**src/verilog/ptu_timer_map.vh**
```
`ifndef PTU_TIMER_MAP_VH
`define PTU_TIMER_MAP_VH

// Global register word indices (channel field zero)
`define PTU_RUN_OFS      4'h0
`define PTU_SYNC_OFS     4'h1
// Channel n lives at byte base (n+1)*64; word index inside a channel
`define PTU_CH_NUM_R     8:6
`define PTU_WORD_R       5:2
`define PTU_CTL_OFS      4'h0
`define PTU_IO_OFS       4'h1
`define PTU_IEN_OFS      4'h2
`define PTU_FLG_OFS      4'h3
`define PTU_CNT_OFS      4'h4
`define PTU_GRA_OFS      4'h5
`define PTU_GRB_OFS      4'h6
`define PTU_GRC_OFS      4'h7
`define PTU_GRD_OFS      4'h8

// Control register fields
`define PTU_CTL_PSC_R    1:0
`define PTU_CTL_CLR_R    4:2
`define PTU_CTL_BUFA     5
`define PTU_CTL_BUFB     6
`define PTU_CTL_RST      7'h00
// Count clock prescaler selections
`define PTU_PSC_DIV1     2'h0
`define PTU_PSC_DIV4     2'h1
`define PTU_PSC_DIV16    2'h2
`define PTU_PSC_DIV64    2'h3
`define PTU_PRE_MAX4     2'h3
`define PTU_PRE_MAX16    4'hf
`define PTU_PRE_MAX64    6'h3f
// Clear source selections
`define PTU_CLR_NONE     3'h0
`define PTU_CLR_A        3'h1
`define PTU_CLR_B        3'h2
`define PTU_CLR_SYNC     3'h3

// IO register: A in bits 3:0, B in bits 7:4
`define PTU_IO_A_R       3:0
`define PTU_IO_B_R       7:4
`define PTU_IO_RST       8'h00
`define PTU_IO_CAP       3
`define PTU_IO_INT       2
`define PTU_IO_MODE_R    1:0
`define PTU_OUT_NONE     2'h0
`define PTU_OUT_LOW      2'h1
`define PTU_OUT_HIGH     2'h2
`define PTU_OUT_TOGGLE   2'h3
`define PTU_EDGE_RISE    2'h0
`define PTU_EDGE_FALL    2'h1

// Flag and interrupt enable layout
`define PTU_FLG_A        0
`define PTU_FLG_B        1
`define PTU_FLG_OVF      4
`define PTU_FLG_W        5
`define PTU_FLG_RST      5'h00
`define PTU_CNT_MAX      16'hffff
`define PTU_CNT_ZERO     16'h0000

// AHB-Lite codes
`define PTU_HTRANS_NSEQ  1

`endif

```
**src/verilog/ptu_timer.v**
```verilog
// Behaviour
// - After reset every counter free-runs; no compare clear source active.
// - Setting a channel run bit makes its counter count up per tick.
// - Counter wrapping from ffff to zero sets that channel's overflow flag.
// - Overflow flag with its enable set raises the channel interrupt request.
// - After overflow the counter keeps counting upward from zero.
// - Clear source selecting a general register makes the count periodic.
// - Count equal to general register sets match flag; clears counter if it is the clear source.
// - Match or capture flag with its enable set raises interrupt request.
// - Compare match drives pin low, high or toggled as configured.
// - Commanded level equal to present level leaves the pin unchanged.
// - Capture mode copies counter into general register on selected edge.
// - Capture edge selectable as rising, falling or both.
// - Channels 0,1,3,4 may capture on neighbour clock or compare match.
// - Channels 0,3 never capture on neighbour clock when it is undivided.
// - Writing a synchronous counter loads all synchronous counters together.
// - Sync-clear counters clear when another synchronous channel clears.
// - All six channels may join synchronous operation.
// - Buffer mode only on channels 0,3: C buffers A, D buffers B.
// - Buffered compare copies buffer into its general register on match.
// - Buffered capture loads counter and moves old value into buffer.
// - Buffered match changes pin and transfers buffer together, every match.
// - Clearing run bit halts counter, pin keeps its last level.
`timescale 1ns/1ps
`default_nettype none
`include "ptu_timer_map.vh"

module ptu_timer #(
  parameter NCH    = 6,
  parameter ADDR_W = 12
) (
  // Clock and reset
  input  wire              CORE_CLK,
  input  wire              SYS_RST,
  // AHB-Lite slave
  input  wire              HSEL,
  input  wire [ADDR_W-1:0] HADDR,
  input  wire [1:0]        HTRANS,
  input  wire              HWRITE,
  input  wire [2:0]        HSIZE,
  input  wire [31:0]       HWDATA,
  input  wire              HREADY,
  output wire [31:0]       HRDATA,
  output wire              HREADYOUT,
  output wire              HRESP,
  // Timer pins
  input  wire [NCH-1:0]    PIN_A_IN,
  input  wire [NCH-1:0]    PIN_B_IN,
  output wire [NCH-1:0]    PIN_A_OUT,
  output wire [NCH-1:0]    PIN_A_OE,
  output wire [NCH-1:0]    PIN_B_OUT,
  output wire [NCH-1:0]    PIN_B_OE,
  // Per-channel interrupt requests
  output wire [NCH-1:0]    IRQ_REQ
);

  //////////////////////////////////////////////////////////////////////////
  // Bus slave

  reg              wr_pend_q;
  reg [ADDR_W-1:0] wr_addr_q;
  reg              rd_pend_q;
  reg [ADDR_W-1:0] rd_addr_q;
  reg              hready_q;
  reg              hresp_q;
  reg [31:0]       hrdata_q;
  reg [NCH-1:0]    run_q;
  reg [NCH-1:0]    sync_q;
  reg [5:0]        pre_q;
  wire [32*NCH-1:0] ch_rd;
  wire [NCH-1:0]   tick;
  wire [NCH-1:0]   div1;
  wire [NCH-1:0]   match_a;
  wire [NCH-1:0]   own_clr;
  wire [NCH-1:0]   cnt_wr;
  wire             accept;
  wire             sync_wr;
  wire             sync_clr;
  wire [2:0]       wr_ch;
  wire [3:0]       wr_word;

  // Size is ignored: only whole-word transfers are in use
  assign accept  = HSEL & HREADY & HTRANS[`PTU_HTRANS_NSEQ];
  assign wr_ch   = wr_addr_q[`PTU_CH_NUM_R];
  assign wr_word = wr_addr_q[`PTU_WORD_R];

  // Writes finish with no wait; reads take one wait so a write in its data
  // phase is already stored when the read word is sampled
  always @(posedge CORE_CLK or posedge SYS_RST) begin
    if (SYS_RST) begin
      wr_pend_q <= 1'b0;
      wr_addr_q <= {ADDR_W{1'b0}};
      rd_pend_q <= 1'b0;
      rd_addr_q <= {ADDR_W{1'b0}};
      hready_q  <= 1'b1;
      hresp_q   <= 1'b0;
    end else begin
      wr_pend_q <= accept & HWRITE;
      rd_pend_q <= accept & ~HWRITE;
      hready_q  <= ~(accept & ~HWRITE);
      hresp_q   <= 1'b0;
      if (accept) begin
        wr_addr_q <= HADDR;
        rd_addr_q <= HADDR;
      end
    end
  end

  // Read word from the held address; unmapped reads give zero
  always @(posedge CORE_CLK or posedge SYS_RST) begin
    if (SYS_RST) begin
      hrdata_q <= 32'h0000_0000;
    end else if (rd_pend_q) begin
      if (rd_addr_q[`PTU_CH_NUM_R] == 3'h0) begin
        case (rd_addr_q[`PTU_WORD_R])
          `PTU_RUN_OFS:  hrdata_q <= {{(32-NCH){1'b0}}, run_q};
          `PTU_SYNC_OFS: hrdata_q <= {{(32-NCH){1'b0}}, sync_q};
          default:       hrdata_q <= 32'h0000_0000;
        endcase
      end else if (rd_addr_q[`PTU_CH_NUM_R] <= NCH) begin
        hrdata_q <= ch_rd[32*(rd_addr_q[`PTU_CH_NUM_R]-3'h1) +: 32];
      end else begin
        hrdata_q <= 32'h0000_0000;
      end
    end
  end

  // Run and synchronous select bits
  always @(posedge CORE_CLK or posedge SYS_RST) begin
    if (SYS_RST) begin
      run_q  <= {NCH{1'b0}};
      sync_q <= {NCH{1'b0}};
    end else if (wr_pend_q && wr_ch == 3'h0) begin
      if (wr_word == `PTU_RUN_OFS)
        run_q <= HWDATA[NCH-1:0];
      if (wr_word == `PTU_SYNC_OFS)
        sync_q <= HWDATA[NCH-1:0];
    end
  end

  //////////////////////////////////////////////////////////////////////////
  // Shared prescaler and cross-channel links

  // One divider for all channels keeps synchronous counters in step
  always @(posedge CORE_CLK or posedge SYS_RST) begin
    if (SYS_RST)
      pre_q <= 6'h00;
    else
      pre_q <= pre_q + 6'h01;
  end

  function psc_tick;
    input [1:0] sel;
    input [5:0] pre;
    begin
      case (sel)
        `PTU_PSC_DIV1:  psc_tick = 1'b1;
        `PTU_PSC_DIV4:  psc_tick = (pre[1:0] == `PTU_PRE_MAX4);
        `PTU_PSC_DIV16: psc_tick = (pre[3:0] == `PTU_PRE_MAX16);
        default:        psc_tick = (pre == `PTU_PRE_MAX64);
      endcase
    end
  endfunction

  // Edge decode shared by both capture inputs
  function edge_hit;
    input [1:0] mode;
    input       now;
    input       was;
    begin
      case (mode)
        `PTU_EDGE_RISE: edge_hit = now & ~was;
        `PTU_EDGE_FALL: edge_hit = ~now & was;
        default:        edge_hit = now ^ was;
      endcase
    end
  endfunction

  // Pin drives only in an output mode, never while capturing
  function oe_of;
    input [3:0] io;
    oe_of = ~io[`PTU_IO_CAP] & (io[`PTU_IO_MODE_R] != `PTU_OUT_NONE);
  endfunction

  assign sync_wr  = |(cnt_wr & sync_q);
  assign sync_clr = |(own_clr & sync_q);

  //////////////////////////////////////////////////////////////////////////
  // Channels

  genvar n;
  generate
    for (n = 0; n < NCH; n = n + 1) begin : g_ch
      localparam HAS_BUF = (n == 0) || (n == 3);
      reg  [6:0]  ctl_q;
      reg  [7:0]  io_q;
      reg  [`PTU_FLG_W-1:0] ien_q;
      reg  [`PTU_FLG_W-1:0] flg_q;
      reg  [15:0] cnt_q;
      reg  [15:0] gra_q;
      reg  [15:0] grb_q;
      reg  [15:0] grc_q;
      reg  [15:0] grd_q;
      reg         pa_q;
      reg         pb_q;
      reg         ina_q;
      reg         inb_q;
      reg         irq_q;
      reg  [1:0]  oe_q;
      reg  [31:0] rd_w;
      wire [3:0]  ioa = io_q[`PTU_IO_A_R];
      wire [3:0]  iob = io_q[`PTU_IO_B_R];
      wire [2:0]  clr = ctl_q[`PTU_CTL_CLR_R];
      wire        sel = wr_pend_q && (wr_ch == n + 1);
      wire        cap_a_md = ioa[`PTU_IO_CAP];
      wire        cap_b_md = iob[`PTU_IO_CAP];
      wire        buf_a = HAS_BUF && ctl_q[`PTU_CTL_BUFA];
      wire        buf_b = HAS_BUF && ctl_q[`PTU_CTL_BUFB];
      wire        cmp_a = ~cap_a_md & tick[n] & (cnt_q == gra_q);
      wire        cmp_b = ~cap_b_md & tick[n] & (cnt_q == grb_q);
      wire        int_ev;
      wire        cap_a;
      wire        cap_b;
      wire        clr_now;
      wire        load;
      wire [`PTU_FLG_W-1:0] set_f;

      assign tick[n]    = run_q[n] & psc_tick(ctl_q[`PTU_CTL_PSC_R], pre_q);
      assign div1[n]    = (ctl_q[`PTU_CTL_PSC_R] == `PTU_PSC_DIV1);
      assign match_a[n] = cmp_a;
      assign cnt_wr[n]  = sel && (wr_word == `PTU_CNT_OFS);

      // Internal capture source: neighbour count clock or compare match
      if (n == 0 || n == 3) begin : g_clk_src
        assign int_ev = tick[n+1] & ~div1[n+1];
      end else if (n == 1 || n == 4) begin : g_cmp_src
        assign int_ev = match_a[n-1];
      end else begin : g_no_src
        assign int_ev = 1'b0;
      end

      // Pin edges or internal source, per configured edge
      assign cap_a = cap_a_md & (ioa[`PTU_IO_INT] ? int_ev :
                     edge_hit(ioa[`PTU_IO_MODE_R], PIN_A_IN[n], ina_q));
      assign cap_b = cap_b_md & (iob[`PTU_IO_INT] ? int_ev :
                     edge_hit(iob[`PTU_IO_MODE_R], PIN_B_IN[n], inb_q));

      // Own clear from match or capture; sync-clear follows a partner
      assign own_clr[n] = (clr == `PTU_CLR_A && (cmp_a || cap_a)) ||
                          (clr == `PTU_CLR_B && (cmp_b || cap_b));
      assign clr_now = own_clr[n] ||
                       (clr == `PTU_CLR_SYNC && sync_q[n] && sync_clr);
      assign load = cnt_wr[n] | (sync_q[n] & sync_wr);

      assign set_f = {tick[n] && !clr_now && cnt_q == `PTU_CNT_MAX,
                      2'b00, cmp_b | cap_b, cmp_a | cap_a};

      // Counter: preset beats clear beats count
      always @(posedge CORE_CLK or posedge SYS_RST) begin
        if (SYS_RST)
          cnt_q <= `PTU_CNT_ZERO;
        else if (load)
          cnt_q <= HWDATA[15:0];
        else if (clr_now)
          cnt_q <= `PTU_CNT_ZERO;
        else if (tick[n])
          cnt_q <= cnt_q + 16'h0001;
      end

      // Setup registers; reset leaves no clear source (free-running)
      always @(posedge CORE_CLK or posedge SYS_RST) begin
        if (SYS_RST) begin
          ctl_q <= `PTU_CTL_RST;
          io_q  <= `PTU_IO_RST;
          ien_q <= `PTU_FLG_RST;
          oe_q  <= 2'b00;
        end else if (sel) begin
          if (wr_word == `PTU_CTL_OFS)
            ctl_q <= HWDATA[6:0];
          if (wr_word == `PTU_IO_OFS)
            io_q <= HWDATA[7:0];
          if (wr_word == `PTU_IO_OFS)
            oe_q <= {oe_of(HWDATA[`PTU_IO_B_R]), oe_of(HWDATA[`PTU_IO_A_R])};
          if (wr_word == `PTU_IEN_OFS)
            ien_q <= HWDATA[`PTU_FLG_W-1:0];
        end
      end

      // Flags clear by writing one; a new event in that cycle wins
      always @(posedge CORE_CLK or posedge SYS_RST) begin
        if (SYS_RST) begin
          flg_q <= `PTU_FLG_RST;
          irq_q <= 1'b0;
        end else begin
          if (sel && wr_word == `PTU_FLG_OFS)
            flg_q <= (flg_q & ~HWDATA[`PTU_FLG_W-1:0]) | set_f;
          else
            flg_q <= flg_q | set_f;
          irq_q <= |(flg_q & ien_q);
        end
      end

      // General and buffer registers; hardware events beat bus writes
      always @(posedge CORE_CLK or posedge SYS_RST) begin
        if (SYS_RST) begin
          gra_q <= `PTU_CNT_MAX;
          grb_q <= `PTU_CNT_MAX;
          grc_q <= `PTU_CNT_MAX;
          grd_q <= `PTU_CNT_MAX;
        end else begin
          if (cap_a)
            gra_q <= cnt_q;
          else if (cmp_a && buf_a)
            gra_q <= grc_q;
          else if (sel && wr_word == `PTU_GRA_OFS)
            gra_q <= HWDATA[15:0];
          if (cap_b)
            grb_q <= cnt_q;
          else if (cmp_b && buf_b)
            grb_q <= grd_q;
          else if (sel && wr_word == `PTU_GRB_OFS)
            grb_q <= HWDATA[15:0];
          if (cap_a && buf_a)
            grc_q <= gra_q;
          else if (HAS_BUF && sel && wr_word == `PTU_GRC_OFS)
            grc_q <= HWDATA[15:0];
          if (cap_b && buf_b)
            grd_q <= grb_q;
          else if (HAS_BUF && sel && wr_word == `PTU_GRD_OFS)
            grd_q <= HWDATA[15:0];
        end
      end

      // Pin levels move only on a match, so stopping holds them
      always @(posedge CORE_CLK or posedge SYS_RST) begin
        if (SYS_RST) begin
          pa_q  <= 1'b0;
          pb_q  <= 1'b0;
          ina_q <= 1'b0;
          inb_q <= 1'b0;
        end else begin
          ina_q <= PIN_A_IN[n];
          inb_q <= PIN_B_IN[n];
          if (cmp_a) begin
            case (ioa[`PTU_IO_MODE_R])
              `PTU_OUT_LOW:    pa_q <= 1'b0;
              `PTU_OUT_HIGH:   pa_q <= 1'b1;
              `PTU_OUT_TOGGLE: pa_q <= ~pa_q;
              default:         pa_q <= pa_q;
            endcase
          end
          if (cmp_b) begin
            case (iob[`PTU_IO_MODE_R])
              `PTU_OUT_LOW:    pb_q <= 1'b0;
              `PTU_OUT_HIGH:   pb_q <= 1'b1;
              `PTU_OUT_TOGGLE: pb_q <= ~pb_q;
              default:         pb_q <= pb_q;
            endcase
          end
        end
      end

      // Pin enables load with the io word, so they never lag its mode
      assign PIN_A_OUT[n] = pa_q;
      assign PIN_B_OUT[n] = pb_q;
      assign PIN_A_OE[n]  = oe_q[0];
      assign PIN_B_OE[n]  = oe_q[1];
      assign IRQ_REQ[n]   = irq_q;

      // Channel read word for the held read address
      always @* begin
        case (rd_addr_q[`PTU_WORD_R])
          `PTU_CTL_OFS: rd_w = {25'h0000000, ctl_q};
          `PTU_IO_OFS:  rd_w = {24'h000000, io_q};
          `PTU_IEN_OFS: rd_w = {27'h0000000, ien_q};
          `PTU_FLG_OFS: rd_w = {27'h0000000, flg_q};
          `PTU_CNT_OFS: rd_w = {16'h0000, cnt_q};
          `PTU_GRA_OFS: rd_w = {16'h0000, gra_q};
          `PTU_GRB_OFS: rd_w = {16'h0000, grb_q};
          `PTU_GRC_OFS: rd_w = HAS_BUF ? {16'h0000, grc_q} : 32'h0000_0000;
          `PTU_GRD_OFS: rd_w = HAS_BUF ? {16'h0000, grd_q} : 32'h0000_0000;
          default:      rd_w = 32'h0000_0000;
        endcase
      end
      assign ch_rd[32*n +: 32] = rd_w;
    end
  endgenerate

  assign HRDATA    = hrdata_q;
  assign HREADYOUT = hready_q;
  assign HRESP     = hresp_q;

endmodule // ptu_timer

`default_nettype wire

```
**config.mk**
```make
export PLATFORM = sky130hd
export DESIGN_NAME = ptu_timer
export DESIGN_NICKNAME = d
export VERILOG_FILES = /design/src/verilog/ptu_timer.v
export VERILOG_INCLUDE_DIRS = /design/src /design/src/verilog
export SDC_FILE = /design/constraint.sdc
export NUM_CORES = 2
export LEC_CHECK = 0
export ABC_AREA = 1
export BUFFER_PORTS_ARGS = -buffer_cell sky130_fd_sc_hd__buf_2
export CAP_MARGIN = 10
export CORE_MARGIN = 4
export CORE_UTILIZATION = 38
export CTS_CLUSTER_SIZE = 14
export DETAILED_ROUTE_END_ITERATION = 16
export HOLD_SLACK_MARGIN = 0.06
export PLACE_DENSITY_LB_ADDON = 0.08
export SETUP_SLACK_MARGIN = 0.4
export SLEW_MARGIN = 20
export SYNTH_ARGS = -nofsm -noshare
export SYNTH_HDL_FRONTEND = slang
export SYNTH_SLANG_ARGS = --single-unit
```
**constraint.sdc**
```tcl
create_clock -name CORE_CLK -period 53.4 [get_ports CORE_CLK]
set_clock_uncertainty 0.05 [all_clocks]
set_input_delay 2.67 -clock CORE_CLK [delete_from_list [all_inputs] [get_ports CORE_CLK]]
set_output_delay 2.67 -clock CORE_CLK [all_outputs]
set_load 0.005 [all_outputs]
```
## After elaboration in Yosys (flattened, before gate mapping)

Cells that the tools add are included.
Widths: inputs -> output; s select.

| cells by class | value |
|---|---|
| eq/ne operators | 101 |
| multipliers | 0 |
| magnitude comparators | 1 |
| mux-type cells | 111 |
| shift-type cells | 1 |
| add/sub/neg operators | 8 |
| reductions and logical operators | 205 |
| bitwise operators | 191 |
| divide/modulo/power cells | 0 |

Operators by type and width:

| kind | count |
|---|---|
| $mux 16 | 54 |
| $pmux 16 s7 | 4 |
| $pmux 16 s9 | 2 |
| $eq 16x16->1 | 12 |
| $shiftx 192x33->32 | 1 |
| $add 16x1->16 const B | 6 |
| $eq 16x16->1 const B | 6 |
| $and 1x1->1 | 80 |
| $logic_and 1x1->1 | 79 |
| $reduce_bool 3->1 | 22 |
| $mux 32 | 2 |
| $reduce_and 2->1 | 32 |
| $eq 2x2->1 const B | 31 |
| $and 5x5->5 | 12 |
| $or 5x5->5 | 12 |
| $not 1->1 | 54 |
| $pmux 1 s3 | 18 |
| $eq 3x2->1 const B | 14 |
| $eq 2x1->1 const B | 18 |
| $logic_not 2->1 | 18 |
| $mux 5 | 6 |
| $reduce_or 5->1 | 6 |
| $reduce_bool 2->1 | 14 |
| $logic_or 1x1->1 | 24 |
| 21 further kinds | 91 |

| storage, ports and cells | value |
|---|---|
| bits in latches | 0 |
| logic and storage cells | 708 |
| memory bits (writable) | 0 |
| memories | 0 |
| flip-flop bits (word level) | 606 |
| ROM bits | 0 |
| bits of input ports | 66 |

## Depth between registers and ports, before layout

| depth | value |
|---|---|
| depth in word-level cells | 19 |
| gate-level depth with buffers | 22 |
| gate-level depth less buffers | 20 |

## Least setup slack after synthesis

No wires, ideal clock.

| timing path | value |
|---|---|
| kind | input-to-reg |
| start | input PIN_A_IN[3] |
| end | register g_ch[3].cnt_q[9] |
| arrival | 4.516 ns |
| path buffers | 2 |
| stages on the path | 19 |
| path slack | 48.717 ns |
| cells stage by stage | inv_1 -> ha_1 -> nor2_1 -> nor2_1 -> a31oi_1 -> nand2_2 -> nand2_1 -> nand2_1 -> nand2_2 -> nand2_1 -> nand2_1 -> nor2_1 -> nand3_2 -> buf_12 -> a21oi_4 -> nand2_4 -> buf_6 -> nand2_1 -> nand2_1 |

| between the ends | value |
|---|---|
| word-level cells in the longest chain between the ends | 14 |
| elaborated cells between the ends (all ways) | 17 |
| those cells by class | mux (4); bitwise (6); reduce/logical (7) |

RTL lines:

| item | RTL line | source |
|---|---|---|
| from (decl) | ptu_timer.v:47 | `input wire [NCH-1:0] PIN_A_IN,` |
| $not 1->1 | ptu_timer.v:173 | `` `PTU_EDGE_FALL: edge_hit = ~now & was; `` |
| $and 1x1->1 | ptu_timer.v:173 |  |
| $pmux 1 s2 * | ptu_timer.v:171 | `case (mode)` |
| $mux 1 * | ptu_timer.v:243 | `` assign cap_a = cap_a_md & (ioa[`PTU_IO_INT] ? int_ev : `` |
| $and 1x1->1 * | ptu_timer.v:243 |  |
| $logic_or 1x1->1 * | ptu_timer.v:249 | `` assign own_clr[n] = (clr == `PTU_CLR_A && (cmp_a \|\| cap_a)) \|\| `` |
| $logic_and 1x1->1 * | ptu_timer.v:249 |  |
| $logic_or 1x1->1 * | ptu_timer.v:249 |  |
| $and 6x6->6 | ptu_timer.v:186 | `assign sync_clr = \|(own_clr & sync_q);` |
| $reduce_or 6->1 | ptu_timer.v:186 |  |
| $logic_and 1x1->1 | ptu_timer.v:252 | `` (clr == `PTU_CLR_SYNC && sync_q[n] && sync_clr); `` |
| $logic_or 1x1->1 * | ptu_timer.v:251 | `assign clr_now = own_clr[n] \|\|` |
| $mux 16 | ptu_timer.v:264 | `else if (clr_now)` |
| $mux 16 | ptu_timer.v:262 | `else if (load)` |
| to (signal assigned) | ptu_timer.v:261 | `` cnt_q <= `PTU_CNT_ZERO; `` |
| to (signal assigned) | ptu_timer.v:263 | `cnt_q <= HWDATA[15:0];` |
| to (signal assigned) | ptu_timer.v:265 | `` cnt_q <= `PTU_CNT_ZERO; `` |
| to (decl) | ptu_timer.v:199 | `reg [15:0] cnt_q;` |

Every way passes the cells marked *; elsewhere a longest branch is shown, timed or not.
A chain may end at the register's enable or synchronous reset.

## Worst setup path after layout

| timing path | value |
|---|---|
| start | input PIN_A_IN[1] |
| end | register g_ch[2].cnt_q[13] |

| between the ends | value |
|---|---|
| word-level cells in the longest chain between the ends | 14 |
| elaborated cells between the ends (all ways) | 17 |
| those cells by class | mux (4); bitwise (6); reduce/logical (7) |

RTL lines:

| item | RTL line |
|---|---|
| $not 1->1 | ptu_timer.v:173 |
| $and 1x1->1 | ptu_timer.v:173 |
| $pmux 1 s2 * | ptu_timer.v:171 |
| $mux 1 * | ptu_timer.v:243 |
| $and 1x1->1 * | ptu_timer.v:243 |
| $logic_or 1x1->1 * | ptu_timer.v:249 |
| $logic_and 1x1->1 * | ptu_timer.v:249 |
| $logic_or 1x1->1 * | ptu_timer.v:249 |
| $and 6x6->6 * | ptu_timer.v:186 |
| $reduce_or 6->1 * | ptu_timer.v:186 |
| $logic_and 1x1->1 * | ptu_timer.v:252 |
| $logic_or 1x1->1 * | ptu_timer.v:251 |
| $mux 16 | ptu_timer.v:264 |
| $mux 16 | ptu_timer.v:262 |
| to (signal assigned) | ptu_timer.v:261 |
| to (signal assigned) | ptu_timer.v:263 |
| to (signal assigned) | ptu_timer.v:265 |
| to (decl) | ptu_timer.v:199 |

Marked as above.

==> run metrics <==
outcome=finished clean; DRT antenna net count=0; Setup TNS Final=0 ns; Final HPWL DP=roughly 110 mm; Max Root-Sink Buffers=3; Core Rows=114; largest area contributor in the netlist=dfrtp_1; die height=321 µm; share of layout cells above drive strength 1=12.5%; H-tree depth=3; HP Class=reg2reg; First-pass DRT Iterations=6; Final min period=5.78 ns; Routed WL=around 160 mm; PwrDens=about 43 nW/µm²; Placer Congestion=0.951; Total Nets Final=between 5k and 6k; total number of vias=37.0k; complex-gate fraction of the synthesized area=between 15 and 20%; Synth top area share=22.2%; adder-cell share of the synthesized area=approximately 1.2%; final hold vios=0; Post-Syn Instances=5101; CTS tree=built; crit path kind=in2reg; Die ar.=103000 µm²; crit end category=register; total gr overflow=0; Critical Path Start Type=input pin; initial antenna violation count=6; setup violators final=0; mux cell area share after synthesis=less than 1%; Port Buf Inserts=87; TritonCTS Buffers=74; post-synthesis sequential area ratio=40.4%; Via density=~5.8; ys flop type=dfrtp_1; WL/cell=between 20 and 30 µm; number of gates resized after CTS=0; #FFs+latches synth=about 600; max cap viols=0; synth top area cells=dfrtp_1 22%, dfstp_2 18%, nand2_1 13%, inv_1 6.0%, nand3_1 5.9%; ys async rst share=100%; Least-Margin Pin Slew=1.29 ns; syn_area_per_cell=7.30 µm²; Initial Util=38.4%; TritonCTS Sinks=588; WP data arrival=6.25 ns; Worst slew margin=between 10% and 20%; CORE AREA=97000 µm²; # diodes=0; Clock Pin Slew Worst Setup and Hold Paths=approximately 0.06 ns; post-placement setup slack=approximately 47 ns; boundary pin count=130; Die Width=321 µm; Req. time, crit path=53.87 ns; hold buffers post-CTS=0; total track usage=30.9%; largest net degree at the start of global routing=a little over 100; vias in the first global route=34.6k; main combinational cell family by area after synthesis=simple AND/OR/NAND/NOR gates; root buffer cell=clkbuf_16; library cells used by synthesis=60; cell leakage power=between 15 and 20 nW; period utilization=10.8%; first-pass GRT wire length=between 200 and 250 mm; synthesis-to-layout area growth=9.98%; number of flops mapped to enable cells by yosys=0; Worst-Skew Late Latency=0.65 ns; cell area after synthesis=roughly 37000 µm²; Final Slew Violations=0; Ys Warns=0; post-CTS setup buffer count=0; Synth Area in XOR/XNOR=under 10%; number of DRC markers in iteration 0=4181; DR DRC count=0; final worst slack=47.62 ns; f_max=0.173 GHz; count leader, synth=nand2_1; simple-gate share of the synthesized area=26.1%; unrepaired setup endpoints after global routing=false; VDD IR max=0.0233 mV; final hold slack=slightly above 0.4 ns; Worst Path Max Fanout=35; Util after Layout=42.2%; Commonest cells post-synth=1274 x nand2_1, 593 x inv_1, 442 x nand3_1
==> worst max-delay path: stages <==
cell and delay, ns:
buf_2 0.12, ha_1 0.19, o21ai_0 0.14, o22ai_1 0.12, nor2_1 0.11, nor2_1 0.06
nand2_2 0.51, nand2_1 0.13, nand2_1 0.08, nand2_1 0.14, nand2_1 0.12, nand3_2 0.26
buf_4 0.36, a21oi_2 0.47, buf_4 0.28, nand2_2 0.25, nand2_1 0.15, nand2_1 0.06
==> area by class of cell <==
cell class,count,area (µm²)
fillers,10196,56000
multi-input cells,3578,18400
flip-flops and latches,588,15000
clock buffers,127,2350
inverters,608,2290
well taps,1276,1600
repair buffers,184,1160
clock inverters,10,77.6
==> where the power goes <==
part	total (mW)	internal, mW	switching (mW)
Combinational	0.539	0.175	0.364
Sequential	0.688	0.594	0.0940
Clock	0.516	0.302	0.213
Total	1.74	1.07	0.672
==> flip-flops by register name, summed over array words and instances (netlist names), 7 cells and up <==
name        flops
g_ch.grd_q     32
g_ch.ien_q     30
HRDATA         16
rd_addr_q       7
g_ch.oe_q      12
g_ch.cnt_q     96
g_ch.grb_q     96
g_ch.gra_q     96
g_ch.grc_q     32
g_ch.flg_q     30
g_ch.ctl_q     42
g_ch.io_q      48
==> layout by cell type (no fill, tap or decap), types with 7 or more instances in the layout <==
master	instances
a211oi_1	40
nor2_1	344
nor3_1	67
clkbuf_16	79
o221ai_1	165
nor2_2	7
buf_2	87
o211ai_1	66
clkinv_1	12
o21ai_0	401
nor4_1	31
clkinv_2	7
nor3b_1	23
a22oi_1	10
nand3_2	14
clkbuf_8	19
xnor2_1	43
a31oi_1	27
conb_1	17
nand2_4	11
nand3_1	442
nand2_2	20
ha_1	36
buf_4	97
clkbuf_1	29
o31ai_1	9
a221oi_1	36
nand4_1	37
o2111ai_1	19
a21oi_1	171
inv_1	590
nand2_1	1271
o22ai_1	166
xor2_1	46
dfstp_2	257
dfrtp_1	331
==> per-stage QoR <==
| stage | instances | cell area [µm²] | total power, mW |
|---|---|---|---|
| after floorplan | 5117 | 37300 | 1.03 |
| after global placement | 6234 | 38500 | 1.21 |
| after detailed placement | 6234 | 38500 | 1.22 |
| after CTS | 6371 | 41000 | 1.74 |
| after global routing | 6371 | 41000 | 1.83 |
| final | 6371 | 41000 | 1.74 |
==> cells by family (layout without fill, tap and decap cells) <==
family	after synthesis	after routing
compound gates	1152	1152
xor+xnor	89	89
fa+ha+maj	36	36
buf+inv	951	929
flops	588	588
mux	4	4
other cells	1	17
simple gates	2280	2280
==> routing by layer <==
layer | track usage, % | vias up | routed length, µm
met5 | 0 | - | 13
met4 | 11.3 | 2 | 6720
met3 | 5.57 | 304 | 13500
met2 | 48.0 | 1690 | 72000
met1 | 43.1 | 17953 | 70600
li1 | - | 17061 | -
==> path summary, 6_finish.rpt <==
path                             startpoint           endpoint  slack (ns)  cells after the start
worst max-delay path            PIN_A_IN[1]  g_ch[2].cnt_q[13]       47.62                     18
worst min-delay path               pre_q[0]           pre_q[0]        0.42                      1
worst max register to register     pre_q[0]  g_ch[2].cnt_q[13]       48.17                     19
worst min register to register     pre_q[0]           pre_q[0]        0.42                      1
max in group asynchronous           SYS_RST   g_ch[1].ctl_q[6]       48.44                      5
min in group asynchronous           SYS_RST   g_ch[2].cnt_q[4]        2.11                      2
(Power assumes the default switching activity.)
